## config.mk

```make
export PLATFORM = sky130hd
export DESIGN_NAME = ebsc_top
export DESIGN_NICKNAME = d
export VERILOG_FILES = /design/src/ebsc_top.v
export VERILOG_INCLUDE_DIRS = /design/src
export SDC_FILE = /design/constraint.sdc
export NUM_CORES = 1
export LEC_CHECK = 0
export ABC_AREA = 0
export BUFFER_PORTS_ARGS = -buffer_cell sky130_fd_sc_hd__buf_2
export CAP_MARGIN = 20
export CORE_MARGIN = 3
export CORE_UTILIZATION = 40
export CTS_CLUSTER_DIAMETER = 50
export DETAILED_ROUTE_END_ITERATION = 10
export PLACE_DENSITY = 0.69
export SETUP_SLACK_MARGIN = 0.5
export SYNTH_ARGS = -nofsm -noshare
export SYNTH_HDL_FRONTEND = slang
export SYNTH_SLANG_ARGS = --single-unit
```

## constraint.sdc

```tcl
create_clock -name i_clk -period 1.4 [get_ports i_clk]
set_input_delay 0.42 -clock i_clk [delete_from_list [all_inputs] [get_ports i_clk]]
set_output_delay 0.42 -clock i_clk [all_outputs]
set_load 0.1 [all_outputs]
```

## src/ebsc_regs.vh

```
// Constants of the external bus strobe controller.
// Assumes inclusion by bare name from the design file.
`ifndef EBSC_REGS_VH
`define EBSC_REGS_VH

// --------------------------------------------------
// Address space codes
// --------------------------------------------------
`define EBSC_SPACE_PROG 2'h0
`define EBSC_SPACE_DATA 2'h1
`define EBSC_SPACE_IO 2'h2

// --------------------------------------------------
// Widths and idle levels
// --------------------------------------------------
`define EBSC_ADDR_W 16
`define EBSC_DATA_W 16
`define EBSC_WS_W 3
`define EBSC_STROBE_IDLE 1'h1
`define EBSC_RW_IDLE 1'h1
`define EBSC_WS_NONE 3'h0

`endif

```

## src/ebsc_top.v

```verilog
// External bus strobe controller: space, direction and access strobes.
// Assumes a core request port on i_clk and asynchronous pins that are
// synchronised here before use.
`timescale 1ns/1ps
`include "ebsc_regs.vh"

// Functional notes
// Test reset high gives scan system control
// Test reset low means functional mode
// Space strobes idle high, low on access
// Read/write high except during writes
// Write/read is inverse of read/write
// Read strobe active on every read
// Write strobe fall starts driving data
// Write strobe active on every write
// Access strobe low on every bus cycle
// Float strobes on off, no test reset, emulator_line_zero
// Shared general pin is input after reset
// Not ready: wait one cycle, resample
// Ready sampled only with wait states set
// Never more than one space strobe
// Outputs idle after reset until access
module ebsc_top #(
    parameter AW = `EBSC_ADDR_W,
    parameter DW = `EBSC_DATA_W,
    parameter WW = `EBSC_WS_W
) (
    input wire i_clk,
    input wire i_rst_n,
    input wire i_req,
    input wire [1:0] i_req_space,
    input wire i_req_write,
    input wire [AW-1:0] i_req_addr,
    input wire [DW-1:0] i_req_wdata,
    input wire [WW-1:0] i_wait_state_control,
    input wire i_port_c_bit_zero_wr_mode,
    input wire i_ready,
    input wire i_test_reset,
    input wire i_emulator_line_zero,
    input wire i_emulator_line_one_output_off,
    input wire [DW-1:0] i_data_in,
    output reg o_busy,
    output reg o_done,
    output reg [DW-1:0] o_rdata,
    output reg o_scan_mode,
    output reg [AW-1:0] o_addr,
    output reg o_addr_oe,
    output reg [DW-1:0] o_data_out,
    output reg o_data_oe,
    output reg o_program_space_strobe_n,
    output reg o_data_space_strobe_n,
    output reg o_io_space_strobe_n,
    output reg o_rw,
    output reg o_wr,
    output reg o_port_c_bit_zero_oe,
    output reg o_rd_n,
    output reg o_we_n,
    output reg o_external_access_strobe_n,
    output reg o_strobe_oe
);

    // --------------------------------------------------
    // States
    // --------------------------------------------------
    localparam ST_IDLE = 1'b0;
    localparam ST_ACT = 1'b1;

    // --------------------------------------------------
    // Space decode, one-hot low-active
    // --------------------------------------------------
    function [2:0] space_dec;
        input [1:0] sp;
        begin
            case (sp)
                `EBSC_SPACE_PROG: space_dec = 3'b110;
                `EBSC_SPACE_DATA: space_dec = 3'b101;
                `EBSC_SPACE_IO: space_dec = 3'b011;
                default: space_dec = 3'b111;
            endcase
        end
    endfunction

    // --------------------------------------------------
    // Pin synchronisers
    // --------------------------------------------------
    // Two stages each; only the second stage is read.
    reg ready_s1;
    reg ready_s2;
    reg trst_s1;
    reg trst_s2;
    reg emulator_line_zero_s1;
    reg emulator_line_zero_s2;
    reg off_s1;
    reg off_s2;
    reg [DW-1:0] din_s1;
    reg [DW-1:0] din_s2;

    always @(posedge i_clk)
    begin
        if (!i_rst_n)
        begin
            ready_s1 <= 1'b1;
            ready_s2 <= 1'b1;
            trst_s1 <= 1'b0;
            trst_s2 <= 1'b0;
            emulator_line_zero_s1 <= 1'b1;
            emulator_line_zero_s2 <= 1'b1;
            off_s1 <= 1'b1;
            off_s2 <= 1'b1;
            din_s1 <= {DW{1'b0}};
            din_s2 <= {DW{1'b0}};
        end
        else
        begin
            ready_s1 <= i_ready;
            ready_s2 <= ready_s1;
            trst_s1 <= i_test_reset;
            trst_s2 <= trst_s1;
            emulator_line_zero_s1 <= i_emulator_line_zero;
            emulator_line_zero_s2 <= emulator_line_zero_s1;
            off_s1 <= i_emulator_line_one_output_off;
            off_s2 <= off_s1;
            din_s1 <= i_data_in;
            din_s2 <= din_s1;
        end
    end

    // --------------------------------------------------
    // Access sequencer
    // --------------------------------------------------
    reg state;
    reg [WW-1:0] ws_cnt;
    reg [WW-1:0] ws_set;
    reg cur_write;
    reg [1:0] fin_pipe;

    wire float_cond = ~off_s2 & ~trst_s2 & emulator_line_zero_s2;
    wire scan = trst_s2;
    wire accept = (state == ST_IDLE) & i_req & ~o_busy & ~scan;
    // Ready only counts once the programmed wait states have run out.
    wire ready_ok = (ws_set == `EBSC_WS_NONE) | ready_s2;
    wire finish = (state == ST_ACT) & (ws_cnt == `EBSC_WS_NONE) & ready_ok;
    wire [2:0] sp_n = space_dec(i_req_space);

    always @(posedge i_clk)
    begin
        if (!i_rst_n)
        begin
            state <= ST_IDLE;
            ws_cnt <= `EBSC_WS_NONE;
            ws_set <= `EBSC_WS_NONE;
            cur_write <= 1'b0;
            fin_pipe <= 2'b00;
        end
        else
        begin
            fin_pipe <= {fin_pipe[0], finish};
            case (state)
                ST_IDLE:
                begin
                    if (accept)
                    begin
                        state <= ST_ACT;
                        ws_cnt <= i_wait_state_control;
                        ws_set <= i_wait_state_control;
                        cur_write <= i_req_write;
                    end
                end
                ST_ACT:
                begin
                    if (ws_cnt != `EBSC_WS_NONE)
                    begin
                        ws_cnt <= ws_cnt - 1'b1;
                    end
                    else if (finish)
                    begin
                        state <= ST_IDLE;
                    end
                end
                default:
                begin
                    state <= ST_IDLE;
                end
            endcase
        end
    end

    // --------------------------------------------------
    // Float and scan control
    // --------------------------------------------------
    // Float only drops the enables, so the strobe sequence keeps
    // running and an access cut by a float still ends cleanly.
    always @(posedge i_clk)
    begin
        if (!i_rst_n)
        begin
            o_strobe_oe <= 1'b1;
            o_addr_oe <= 1'b0;
            o_port_c_bit_zero_oe <= 1'b0;
            o_scan_mode <= 1'b0;
        end
        else
        begin
            o_scan_mode <= scan;
            o_strobe_oe <= ~float_cond;
            o_addr_oe <= ~float_cond;
            o_port_c_bit_zero_oe <= i_port_c_bit_zero_wr_mode & ~float_cond;
        end
    end

    // --------------------------------------------------
    // Core status
    // --------------------------------------------------
    always @(posedge i_clk)
    begin
        if (!i_rst_n)
        begin
            o_busy <= 1'b0;
            o_done <= 1'b0;
            o_rdata <= {DW{1'b0}};
        end
        else
        begin
            o_busy <= accept | (state == ST_ACT & ~finish) | finish | fin_pipe[0];
            o_done <= fin_pipe[1];
            // Read data lags the bus by the two synchroniser stages
            if (fin_pipe[1] & ~cur_write)
            begin
                o_rdata <= din_s2;
            end
        end
    end

    // --------------------------------------------------
    // Address and write data
    // --------------------------------------------------
    // Address pins hold the last address between cycles.
    always @(posedge i_clk)
    begin
        if (!i_rst_n)
        begin
            o_addr <= {AW{1'b0}};
            o_data_out <= {DW{1'b0}};
        end
        else if (accept)
        begin
            o_addr <= i_req_addr;
            o_data_out <= i_req_wdata;
        end
    end

    // --------------------------------------------------
    // Registered bus strobes
    // --------------------------------------------------
    // Strobes return to idle on the finishing edge, so a new access
    // always sees at least one idle cycle between cycles.
    always @(posedge i_clk)
    begin
        if (!i_rst_n)
        begin
            o_program_space_strobe_n <= `EBSC_STROBE_IDLE;
            o_data_space_strobe_n <= `EBSC_STROBE_IDLE;
            o_io_space_strobe_n <= `EBSC_STROBE_IDLE;
            o_rw <= `EBSC_RW_IDLE;
            o_wr <= ~`EBSC_RW_IDLE;
            o_rd_n <= `EBSC_STROBE_IDLE;
            o_we_n <= `EBSC_STROBE_IDLE;
            o_external_access_strobe_n <= `EBSC_STROBE_IDLE;
            o_data_oe <= 1'b0;
        end
        else
        begin
            if (accept)
            begin
                o_program_space_strobe_n <= sp_n[0];
                o_data_space_strobe_n <= sp_n[1];
                o_io_space_strobe_n <= sp_n[2];
                o_rw <= ~i_req_write;
                o_wr <= i_req_write;
                o_rd_n <= i_req_write;
                o_we_n <= ~i_req_write;
                o_data_oe <= i_req_write & ~float_cond;
                o_external_access_strobe_n <= 1'b0;
            end
            else if (finish)
            begin
                o_program_space_strobe_n <= `EBSC_STROBE_IDLE;
                o_data_space_strobe_n <= `EBSC_STROBE_IDLE;
                o_io_space_strobe_n <= `EBSC_STROBE_IDLE;
                o_rw <= `EBSC_RW_IDLE;
                o_wr <= ~`EBSC_RW_IDLE;
                o_rd_n <= `EBSC_STROBE_IDLE;
                o_we_n <= `EBSC_STROBE_IDLE;
                o_data_oe <= 1'b0;
                o_external_access_strobe_n <= `EBSC_STROBE_IDLE;
            end
            else if (float_cond)
            begin
                o_data_oe <= 1'b0;
            end
        end
    end

endmodule // ebsc_top

```

Word-level counts from Yosys, hierarchy flattened

Cells that the tools add are included.

Bits in registers: 112
Bits of input ports: 62
Output and inout port bits: 63

$add $sub $neg: 1
Equality and inequality tests: 4
Multiplexer cells: 20
Bitwise operators: 23
Reduce and logical (&&, ||, !) cells: 8

Operators by type and width:

| operator                                                               | number |
|---|---|
| 1-bit two-way mux                                                      | 15 |
| 1-bit AND                                                              | 11 |
| 3-bit one-hot mux with 3 select lines                                  | 1 |
| 1-bit NOT                                                              | 8 |
| 3-bit logical NOT                                                      | 2 |
| 3-bit two-way mux                                                      | 2 |
| 3-bit one-hot mux with 2 select lines                                  | 1 |
| 3-bit nonzero test                                                     | 2 |
| 1-bit bitwise OR                                                       | 4 |
| 2-bit AND reduction                                                    | 2 |
| 3-bit by 1-bit subtractor with 3-bit output (second input constant)    | 1 |
| 2-bit by 1-bit equality test with 1-bit output (second input constant) | 1 |
| 2-bit equality test (second input constant)                            | 1 |
| 2-bit logical NOT                                                      | 1 |
| 2-bit by 1-bit != test with 1-bit output (second input constant)       | 1 |
| 2-bit != test (second input constant)                                  | 1 |
| 1-bit one-hot mux with 2 select lines                                  | 1 |
| 2-bit nonzero test                                                     | 1 |

Logic depth before layout (Yosys ltp)

Gate-level depths: netlist (run 1).

Depth in word-level cells: 8
Gate-level depth with buffers: 7

Worst setup path before layout (run 1)

Ideal clock, no wire load.

Path type: flip-flop to flip-flop
Start: register o_busy
End: register o_addr[2]
Library setup time: 0.070 ns
Arrival: 1.836 ns
Setup slack: -0.507 ns
Stages on the path, launching flop included: 7
Buffers on the path: 2
Cell sequence: dfxtp_1 nor2_1 nand3_1 buf_2 buf_2 nand2_1 a21oi_1

Longest elaborated chain between the ends: 3

Ends and longest elaborated chain:

| item                   | line           | source |
|---|---|---|
| from (decl)            | ebsc_top.v:42  | `output reg o_busy,` |
| from (signal assigned) | ebsc_top.v:224 | `o_busy <= accept \| (state == ST_ACT & ~finish) \| finish \| fin_pipe[0];` |
| 1-bit NOT              | ebsc_top.v:139 | `wire accept = (state == ST_IDLE) & i_req & ~o_busy & ~scan;` |
| 1-bit AND (2 in a row) | ebsc_top.v:139 |  |
| to (signal assigned)   | ebsc_top.v:242 | `o_addr <= {AW{1'b0}};` |
| to (signal assigned)   | ebsc_top.v:247 | `o_addr <= i_req_addr;` |
| to (decl)              | ebsc_top.v:46  | `output reg [AW-1:0] o_addr,` |

No other way between the ends.
A chain may end at the register's enable or synchronous reset.

Worst setup path after layout (run 1)

Start: register o_busy
End: register ws_cnt[1]

Longest elaborated chain between the ends: 5

Ends and longest elaborated chain:

| item                                 | line           | source |
|---|---|---|
| 1-bit NOT                            | ebsc_top.v:139 |  |
| 1-bit AND (2 in a row)               | ebsc_top.v:139 |  |
| 2-bit != test (no source line)       | --             |  |
| 2-bit AND reduction (no source line) | --             |  |
| to (signal assigned)                 | ebsc_top.v:150 | `` ws_cnt <= `EBSC_WS_NONE; `` |
| to (signal assigned)                 | ebsc_top.v:164 | `ws_cnt <= i_wait_state_control;` |
| to (signal assigned)                 | ebsc_top.v:173 | `ws_cnt <= ws_cnt - 1'b1;` |
| to (decl)                            | ebsc_top.v:132 | `reg [WW-1:0] ws_cnt;` |

No other way between the ends.

==> results of run 1 <==
==> metal layers <==
metal	up-vias	global-route usage, %
met4	0	9.61
met1	1510	21.4
met5	-	0
met3	26	4.98
met2	93	33.3
li1	1549	-
==> path summary, 6_finish.rpt <==
check	startpoint	end	slack, ps	cells after the start
setup / recovery	o_busy	ws_cnt[1]	1	5
hold / removal	i_emulator_line_zero	emulator_line_zero_s1	220	2
setup reg to reg	o_busy	ws_cnt[1]	1	5
hold reg to reg	emulator_line_zero_s1	emulator_line_zero_s2	420	1
==> layout make-up <==
| cell class | count | share of cell area (%) |
|---|---|---|
| multi-input cells | 247 | 25.4 |
| clock inverters | 6 | 0.948 |
| flip-flops and latches | 112 | 38.5 |
| inverters | 5 | 0.348 |
| clock buffers | 10 | 2.13 |
| well taps | 105 | 2.03 |
| repair buffers | 163 | 30.7 |
==> where the power goes <==
part,total (mW),internal (mW),switching (mW)
Sequential,3.55,3.36,0.186
Combinational,2.48,0.974,1.50
Clock,1.88,0.740,1.14
Total,7.91,5.08,2.83
==> logic make-up after synthesis <==
group / share of synthesized area (%)
simple gates: 22.6
buf+inv: 3.47
flops: 62.2
compound gates: 11.0
fa+ha+maj: 0.695
==> registers in the layout (all words and copies together) (netlist names), 2 cells and up <==
| register | flops |
|---|---|
| din_s1 | 16 |
| din_s2 | 16 |
| fin_pipe | 2 |
| o_addr | 16 |
| o_data_out | 16 |
| o_rdata | 16 |
| ws_cnt | 3 |
| ws_set | 3 |
==> metrics by stage <==
| stage | hold slack, ps | cell area, um^2 | power (mW) | worst slack, ps | util (%) |
|---|---|---|---|---|---|
| after floorplan | 386 | 3940 | 4.89 | 17.2 | - |
| after CTS | 204 | 6100 | 7.76 | 13.3 | 72.1 |
| after global placement | 391 | 5600 | 5.63 | -0.396 | 66.1 |
| after detailed placement | 398 | 5600 | 5.68 | -74.2 | 66.1 |
| final | 216 | 6460 | 7.91 | 1.04 | 76.4 |
| after global routing | 210 | 6460 | 8.21 | -83.1 | 76.4 |
==> synthesized netlist by cell type (2+ instances only) <==
| master | instances |
|---|---|
| and2_1 | 38 |
| o31a_1 | 2 |
| nor3_1 | 2 |
| buf_2 | 7 |
| o21a_1 | 2 |
| nand3_1 | 6 |
| dfxtp_1 | 112 |
| a21oi_1 | 57 |
| nor2_1 | 6 |
| nor2b_1 | 2 |
| nand2_1 | 108 |
| ha_1 | 2 |
| clkbuf_1 | 16 |
| inv_1 | 4 |
| nand2b_1 | 8 |
==> timing repair <==
| action | CTS | global route |
|---|---|---|
| buffers inserted | 8 | 9 |
| gates cloned | 4 | 0 |
| pin swaps | 19 | 31 |
| gates resized for setup | 59 | 76 |
| setup endpoints to repair | 130 | 130 |
==> out/metrics.yaml, run 1 <==
flow_run:
  drv_cap: 0
worst_setup_path:
  cp_cell_sequence: "nor4b_4, buf_6, a21oi_4, a211o_1, a21oi_2"
  cpMaxStageDelayCell: "dfxtp_4"
  critPathTopFamily: "compound AO/OA/AOI/OAI gates"
  crit_arrival_ps: 1700
  cp_num_buf_inv: 1
  cp.required_ps: 1700
  cp-end-kind: "flop"
  critPathKind: "reg2reg"
  worst-path-max-fanout: 5
  max_stage_delay_ps: 380
  worstSetupStartpointType: "flop"
timing:
  slew_viol_final: 0
  hold_viol_final: 0
  rsz0062_at_grt: "true"
  skew_ps: 13.9
  fmax_ghz: 0.715
  finalSetupTns_ps: 0
  setup_viol_count_final: 0
  min_period_ps: 1400
  tightest_slew_ps: 379
  min_period_over_period_pct: 99.9
  relSlewSlack_pct: 74.7
cells_and_area:
  final_cells: 648
  layout-drive-gt1-share_pct: 60.0
  nets: 602
  antenna_cells: 0
  area_growth_pct: 79.5
  fill_cells: 504
  multi_input_comb_area_um2: 1640
  layout_commonest_cell: "nand2_1"
  final_cell_mix: "nand2_1, buf_12, dfxtp_4"
  seq_area_um2: 2490
yosys:
  synth_area_per_cell_um2: 9.26
  synth_top_area_share_pct: 62.2
  synth_edf_count: 0
  synthTopCellsByArea: "dfxtp_1, nand2_1, a21oi_1, and2_1, clkbuf_1"
  yosysWarningCount: 0
  syn-num-nets: 453
  ys_seq_elements: 112
  synth_top_flop_cell: "dfxtp_1"
  yosysSeqAreaShare_pct: 62.2
  syn_inst: 389
  ys_types: 32
  synthArstFlopShare_pct: 0
  yosys.area.top_type: "dfxtp_1"
  syn_area_um2: 3600
route:
  wl_met2_mm: 5.30
  firstDrtPassIters: 4
  wl_mm: 10.1
  wire_per_inst_um: 15.6
  met3_length_um: 536
  wl_met1_mm: 3.97
  drc: 0
  route.vias.total: 3178
  drtIter0Drc: 112
  top_layer: "met4"
  viasPerCell: 4.90
  antenna_left: 0
place:
  gp_congestion: 0.741
  dpl.cell_count: 611
  dpl.hpwl_mm: 6.42
  place.port_buffers: 124
grt:
  grt_pass1_vias: 3282
  gr-total-overflow: 0
  grt_max_degree: 35
  grt_pass1_wl_mm: 15.3
  antenna_found_initial: 0
  grt_util_all_layers_pct: 19.1
clocking:
  cts_tree: "yes"
  clock-sinks: 112
  clk_latency_ps: 380
  ctsRootBufferMaster: "clkbuf_8"
  cts_inserted_buffers: 9
  htree_levels: 3
  clk_pin_slew_worst_paths_ps: 110
  cts_hold_buf: 0
  cts_max_path_buffers: 2
power_and_ir_drop:
  leakagePower_nw: 2.74
  power_density_nw_per_um2: 1220
  ir_drop_mv: 0.760
floorplan:
  core_um2: 8460
  fp.dieH_um: 101
  die_x_um: 101
  dieArea_um2: 10200
  num_rows: 33
  initial_core_util_pct: 42.6
  ios: 125
min_path:
  hold_path_class: "in2reg"
status:
  outcome: "finished, final reports clean"
Note: power is estimated with default switching activity, not from simulation.
==> run 2: changes to the inputs <==
Settings changed: BUFFER_PORTS_ARGS -buffer_cell sky130_fd_sc_hd__buf_2 to not set, CAP_MARGIN 20 to not set, DONT_BUFFER_PORTS set to 1, PLACE_DENSITY 0.69 to not set.
==> run 2 against run 1 <==
The flow now finishes with violations (setup timing). Power decreased by 6.7%. Register-to-register slack worse by 30 ps. Critical path depth rose by 1. Critical path type unchanged. Critical endpoint is now ws_cnt[0]. Largest cell class unchanged. Highest routed layer unchanged.
==> out/metrics.yaml, run 2 (same netlist as run 1, synthesis figures left out) <==
floorplan:
  ios: 125
  core_um2: 8460
  fp.dieH_um: 101
  die_x_um: 101
  num_rows: 33
  dieArea_um2: 10200
  initial_core_util_pct: 42.6
flow_run:
  drv_cap: 0
worst_setup_path:
  critPathKind: "reg2reg"
  cp.required_ps: 1700
  cp_cell_sequence: "nor4b_4, buf_6, buf_12, buf_12, nand3_4, a21oi_2"
  max_stage_delay_ps: 370
  worst-path-max-fanout: 6
  worstSetupStartpointType: "flop"
  cp_common_cell: "buf_12"
  cpMaxStageDelayCell: "dfxtp_4"
  critPathTopFamily: "buffers and inverters"
  cp-end-kind: "flop"
  cp_num_buf_inv: 3
  crit_arrival_ps: 1730
timing:
  setup_ws_ps: -29.5
  holdWs_ps: 114
  rsz0062_at_grt: "true"
  tightest_slew_ps: 393
  fmax_ghz: 0.700
  min_period_over_period_pct: 102
  hold_viol_final: 0
  skew_ps: 11.5
  min_period_ps: 1430
  relSlewSlack_pct: 73.8
  setup_viol_count_final: 7
  finalSetupTns_ps: -65.3
  slew_viol_final: 0
cells_and_area:
  nets: 472
  final_cell_mix: "dfxtp_4, nand2_1, dfxtp_1"
  layout-drive-gt1-share_pct: 55.7
  layout_commonest_cell: "dfxtp_4"
  final_cells: 518
  fin_area_um2: 5140
  area_growth_pct: 42.7
  antenna_cells: 0
route:
  wl_mm: 8.51
  firstDrtPassIters: 4
  drc: 0
  viasPerCell: 5.11
  antenna_left: 0
  wire_per_inst_um: 16.4
  route.vias.total: 2646
  drtIter0Drc: 46
clocking:
  ctsRootBufferMaster: "clkbuf_8"
  cts_max_path_buffers: 2
  cts_inserted_buffers: 9
  clock-sinks: 112
  clk_pin_slew_worst_paths_ps: 110
  htree_levels: 3
  cts_hold_buf: 0
  cts_tree: "yes"
  clk_latency_ps: 370
grt:
  antenna_found_initial: 0
  grt_util_all_layers_pct: 16.7
  grt_pass1_wl_mm: 13.2
  gr-total-overflow: 0
  grt_max_degree: 52
  grt_pass1_vias: 2591
min_path:
  hold_path_class: "in2reg"
power_and_ir_drop:
  leakagePower_nw: 2.07
  ir_drop_mv: 0.673
  p_total_mw: 7.38
  power_density_nw_per_um2: 1440
status:
  failed_checks: "setup timing"
  outcome: "complete, but fails checks"
place:
  dpl.cell_count: 486
  gp_congestion: 0.705
  place_area_um2: 4050
  dpl.hpwl_mm: 5.00
  place.port_buffers: 0
==> run 2: power by group <==
| part | total [mW] | switching (mW) | internal [mW] | leakage, nW |
|---|---|---|---|---|
| combinational | 1.27 | 0.661 | 0.611 | 1.01 |
| clock | 1.82 | 1.12 | 0.694 | 0.0965 |
| sequential | 4.29 | 0.925 | 3.37 | 0.962 |
==> run 2: metal layers <==
| layer | global-route usage [%] | vias to the layer above | share of wire, % |
|---|---|---|---|
| met1 | 19.9 | 1268 | 39 |
| met5 | 0 | - | 0 |
| met2 | 28.0 | 76 | 53 |
| met4 | 5.52 | 0 | 0.85 |
| met3 | 6.09 | 7 | 7.2 |
| li1 | - | 1295 | - |
==> run 2: what timing repair did <==
item	in CTS	in global routing
hold endpoints to repair	0	0
pin swaps	25	20
gates cloned	5	1
setup endpoints to repair	132	132
gates resized for setup	134	51
setup buffers	7	3
==> run 2: final timing paths <==
kind | depth (start not counted) | start | endpoint | slack (ps)
setup reg to reg | 6 | state | ws_cnt[0] | -30
hold / removal | 1 | i_rst_n | o_strobe_oe | 110
hold reg to reg | 1 | off_s1 | off_s2 | 420
setup / recovery | 6 | state | ws_cnt[0] | -30
==> run 2: worst reg2reg max path, delay by kind of cell (launching register included) <==
kind | cells | cell delay (ps)
flip-flops | 1 | 370
AND/OR/NAND/NOR | 2 | 430
AO/OA/AOI/OAI | 1 | 120
buffers and inverters | 3 | 450
==> run 2: final cells by class <==
type | count | area, um^2
multi-input combinational | 247 | 1830
tap | 105 | 131
timing repair buffer | 33 | 480
sequential | 112 | 2490
inverter | 5 | 21.3
fill | 697 | 3330
clock inverter | 6 | 60.1
clock buffer | 10 | 128
==> run 2: through the flow <==
step | utilization (%) | setup slack, ps
after detailed placement | 47.8 | 21.2
after global routing | 60.7 | -83.5
after global placement | 47.8 | 60.3
final | 60.7 | -29.5
after floorplan | - | 17.2
after CTS | 57.5 | -15.8
==> run 3: changes to the inputs <==
Clock period 1.4 ns to 1.61 ns, I/O delays scaled along.
==> run 3 against run 2 <==
Global-route usage shrank 1.7 points. Clock skew rose by 0.84 ps. Die area stayed put. The run now ends clean. Register-to-register slack improved by 190 ps. Critical path type is now reg2out.
==> out/metrics.yaml, run 3 (same netlist as run 1, synthesis figures left out) <==
status:
  outcome: "finished, final reports clean"
cells_and_area:
  fin_util_pct: 59.3
  fill_cells: 698
  seq_area_um2: 2480
  nets: 469
  area_growth_pct: 39.4
  multi_input_comb_area_um2: 1760
  final_cell_mix: "nand2_1, dfxtp_4, dfxtp_1"
  layout_commonest_cell: "nand2_1"
  antenna_cells: 0
  layout-drive-gt1-share_pct: 49.5
timing:
  relSlewSlack_pct: 61.8
  setup_viol_count_final: 0
  rsz0062_at_grt: "true"
  tightest_slew_ps: 573
  holdWs_ps: 183
  finalSetupTns_ps: 0
  fmax_ghz: 0.634
  skew_ps: 12.4
  slew_viol_final: 0
  setup_ws_ps: 31.8
  hold_viol_final: 0
  min_period_ps: 1580
  min_period_over_period_pct: 98.0
floorplan:
  core_um2: 8460
  die_x_um: 101
  initial_core_util_pct: 42.6
  fp.dieH_um: 101
  ios: 125
  dieArea_um2: 10200
  num_rows: 33
clocking:
  htree_levels: 3
  cts_tree: "yes"
  cts_inserted_buffers: 9
  clk_latency_ps: 360
  clock-sinks: 112
  clk_pin_slew_worst_paths_ps: 100
  cts_hold_buf: 0
  cts_max_path_buffers: 2
  ctsRootBufferMaster: "clkbuf_8"
worst_setup_path:
  ff2ff_path_depth: 6
  worst-path-max-fanout: 3
  r2r_start: "state"
  crit_arrival_ps: 1100
  crit_start: "o_we_n"
  reg2reg_to: "ws_cnt[1]"
  worst-r2r-setup-slack_ps: 160
  critPathKind: "reg2out"
  critical_path.endpoint: "o_we_n"
  worstSetupPathDepth: 0
  worstSetupStartpointType: "flop"
  cp.required_ps: 1130
  cp-end-kind: "output pin"
power_and_ir_drop:
  ir_drop_mv: 0.653
  power_density_nw_per_um2: 1290
  leakagePower_nw: 1.92
grt:
  grt_max_degree: 52
  gr-total-overflow: 0
  antenna_found_initial: 0
  grt_pass1_vias: 2428
  grt_util_all_layers_pct: 15.0
  grt_pass1_wl_mm: 12.0
route:
  wire_per_inst_um: 16.6
  firstDrtPassIters: 4
  drc: 0
  wl_mm: 8.56
  viasPerCell: 5.11
  route.vias.total: 2631
  antenna_left: 0
  drtIter0Drc: 76
min_path:
  hold_path_class: "in2reg"
place:
  dpl.hpwl_mm: 5.02
  gp_congestion: 0.740
  pre_cts_slack_ps: 237
  place.port_buffers: 0
flow_run:
  drv_cap: 0
-- run 3: cell count changes in the layout (fill, tap and decap cells not counted), moves of 3 or more --
| cell | change |
|---|---|
| dfxtp_4 | -3 |
| nand2_2 | -16 |
| a21oi_1 | +5 |
| nand2_1 | +15 |
| dfxtp_2 | +3 |
| a21oi_2 | -5 |
-- run 3: routing by layer --
layer	vias to the layer above	GRT usage, %	part of all wire, %
li1	1284	-	-
met1	1247	18.7	42
met2	86	23.9	49
met3	14	4.71	7.3
met4	0	6.54	2.0
met5	-	0	0
-- run 3: stage by stage --
| step | area (um^2) | power, mW | std cells |
|---|---|---|---|
| 3_3_place_gp | 3990 | 4.36 | 483 |
| 6_report | 5020 | 6.48 | 515 |
| 3_5_place_dp | 3990 | 4.38 | 483 |
| 5_1_grt | 5020 | 6.74 | 515 |
| 2_1_floorplan | 3880 | 4.25 | 389 |
| 4_1_cts | 4590 | 6.28 | 513 |
-- run 3: layout make-up --
type                       instances  share of cell area [%]
sequential                       112                    49.5
timing repair buffer              30                    8.74
clock inverter                     3                   0.448
multi-input combinational        247                    35.0
tap                              105                    2.62
clock buffer                      13                    3.39
inverter                           5                   0.374
-- run 3: worst min path at each step --
stage / from / end / slack, ps / cells after the start
floorplan: emulator_line_zero_s1 / emulator_line_zero_s2 / 390 / 1
global placement: off_s1 / off_s2 / 390 / 1
CTS: i_rst_n / o_strobe_oe / 170 / 1
global route: i_rst_n / o_strobe_oe / 160 / 1
finish: i_req_space[0] / o_data_space_strobe_n / 180 / 1
detailed placement: ready_s1 / ready_s2 / 400 / 1
-- run 3: what timing repair did --
action,CTS,global route
buffers inserted,10,2
pin swaps,22,47
resized for setup,57,103
endpoints found under the setup margin,113,113
cloned,4,0
-- run 3: power by group --
group          internal (mW)  switching (mW)  leakage, nW  total, mW
sequential              2.93           0.832        0.961       3.76
combinational          0.552           0.568        0.863       1.12
clock                  0.709           0.889       0.0991       1.60
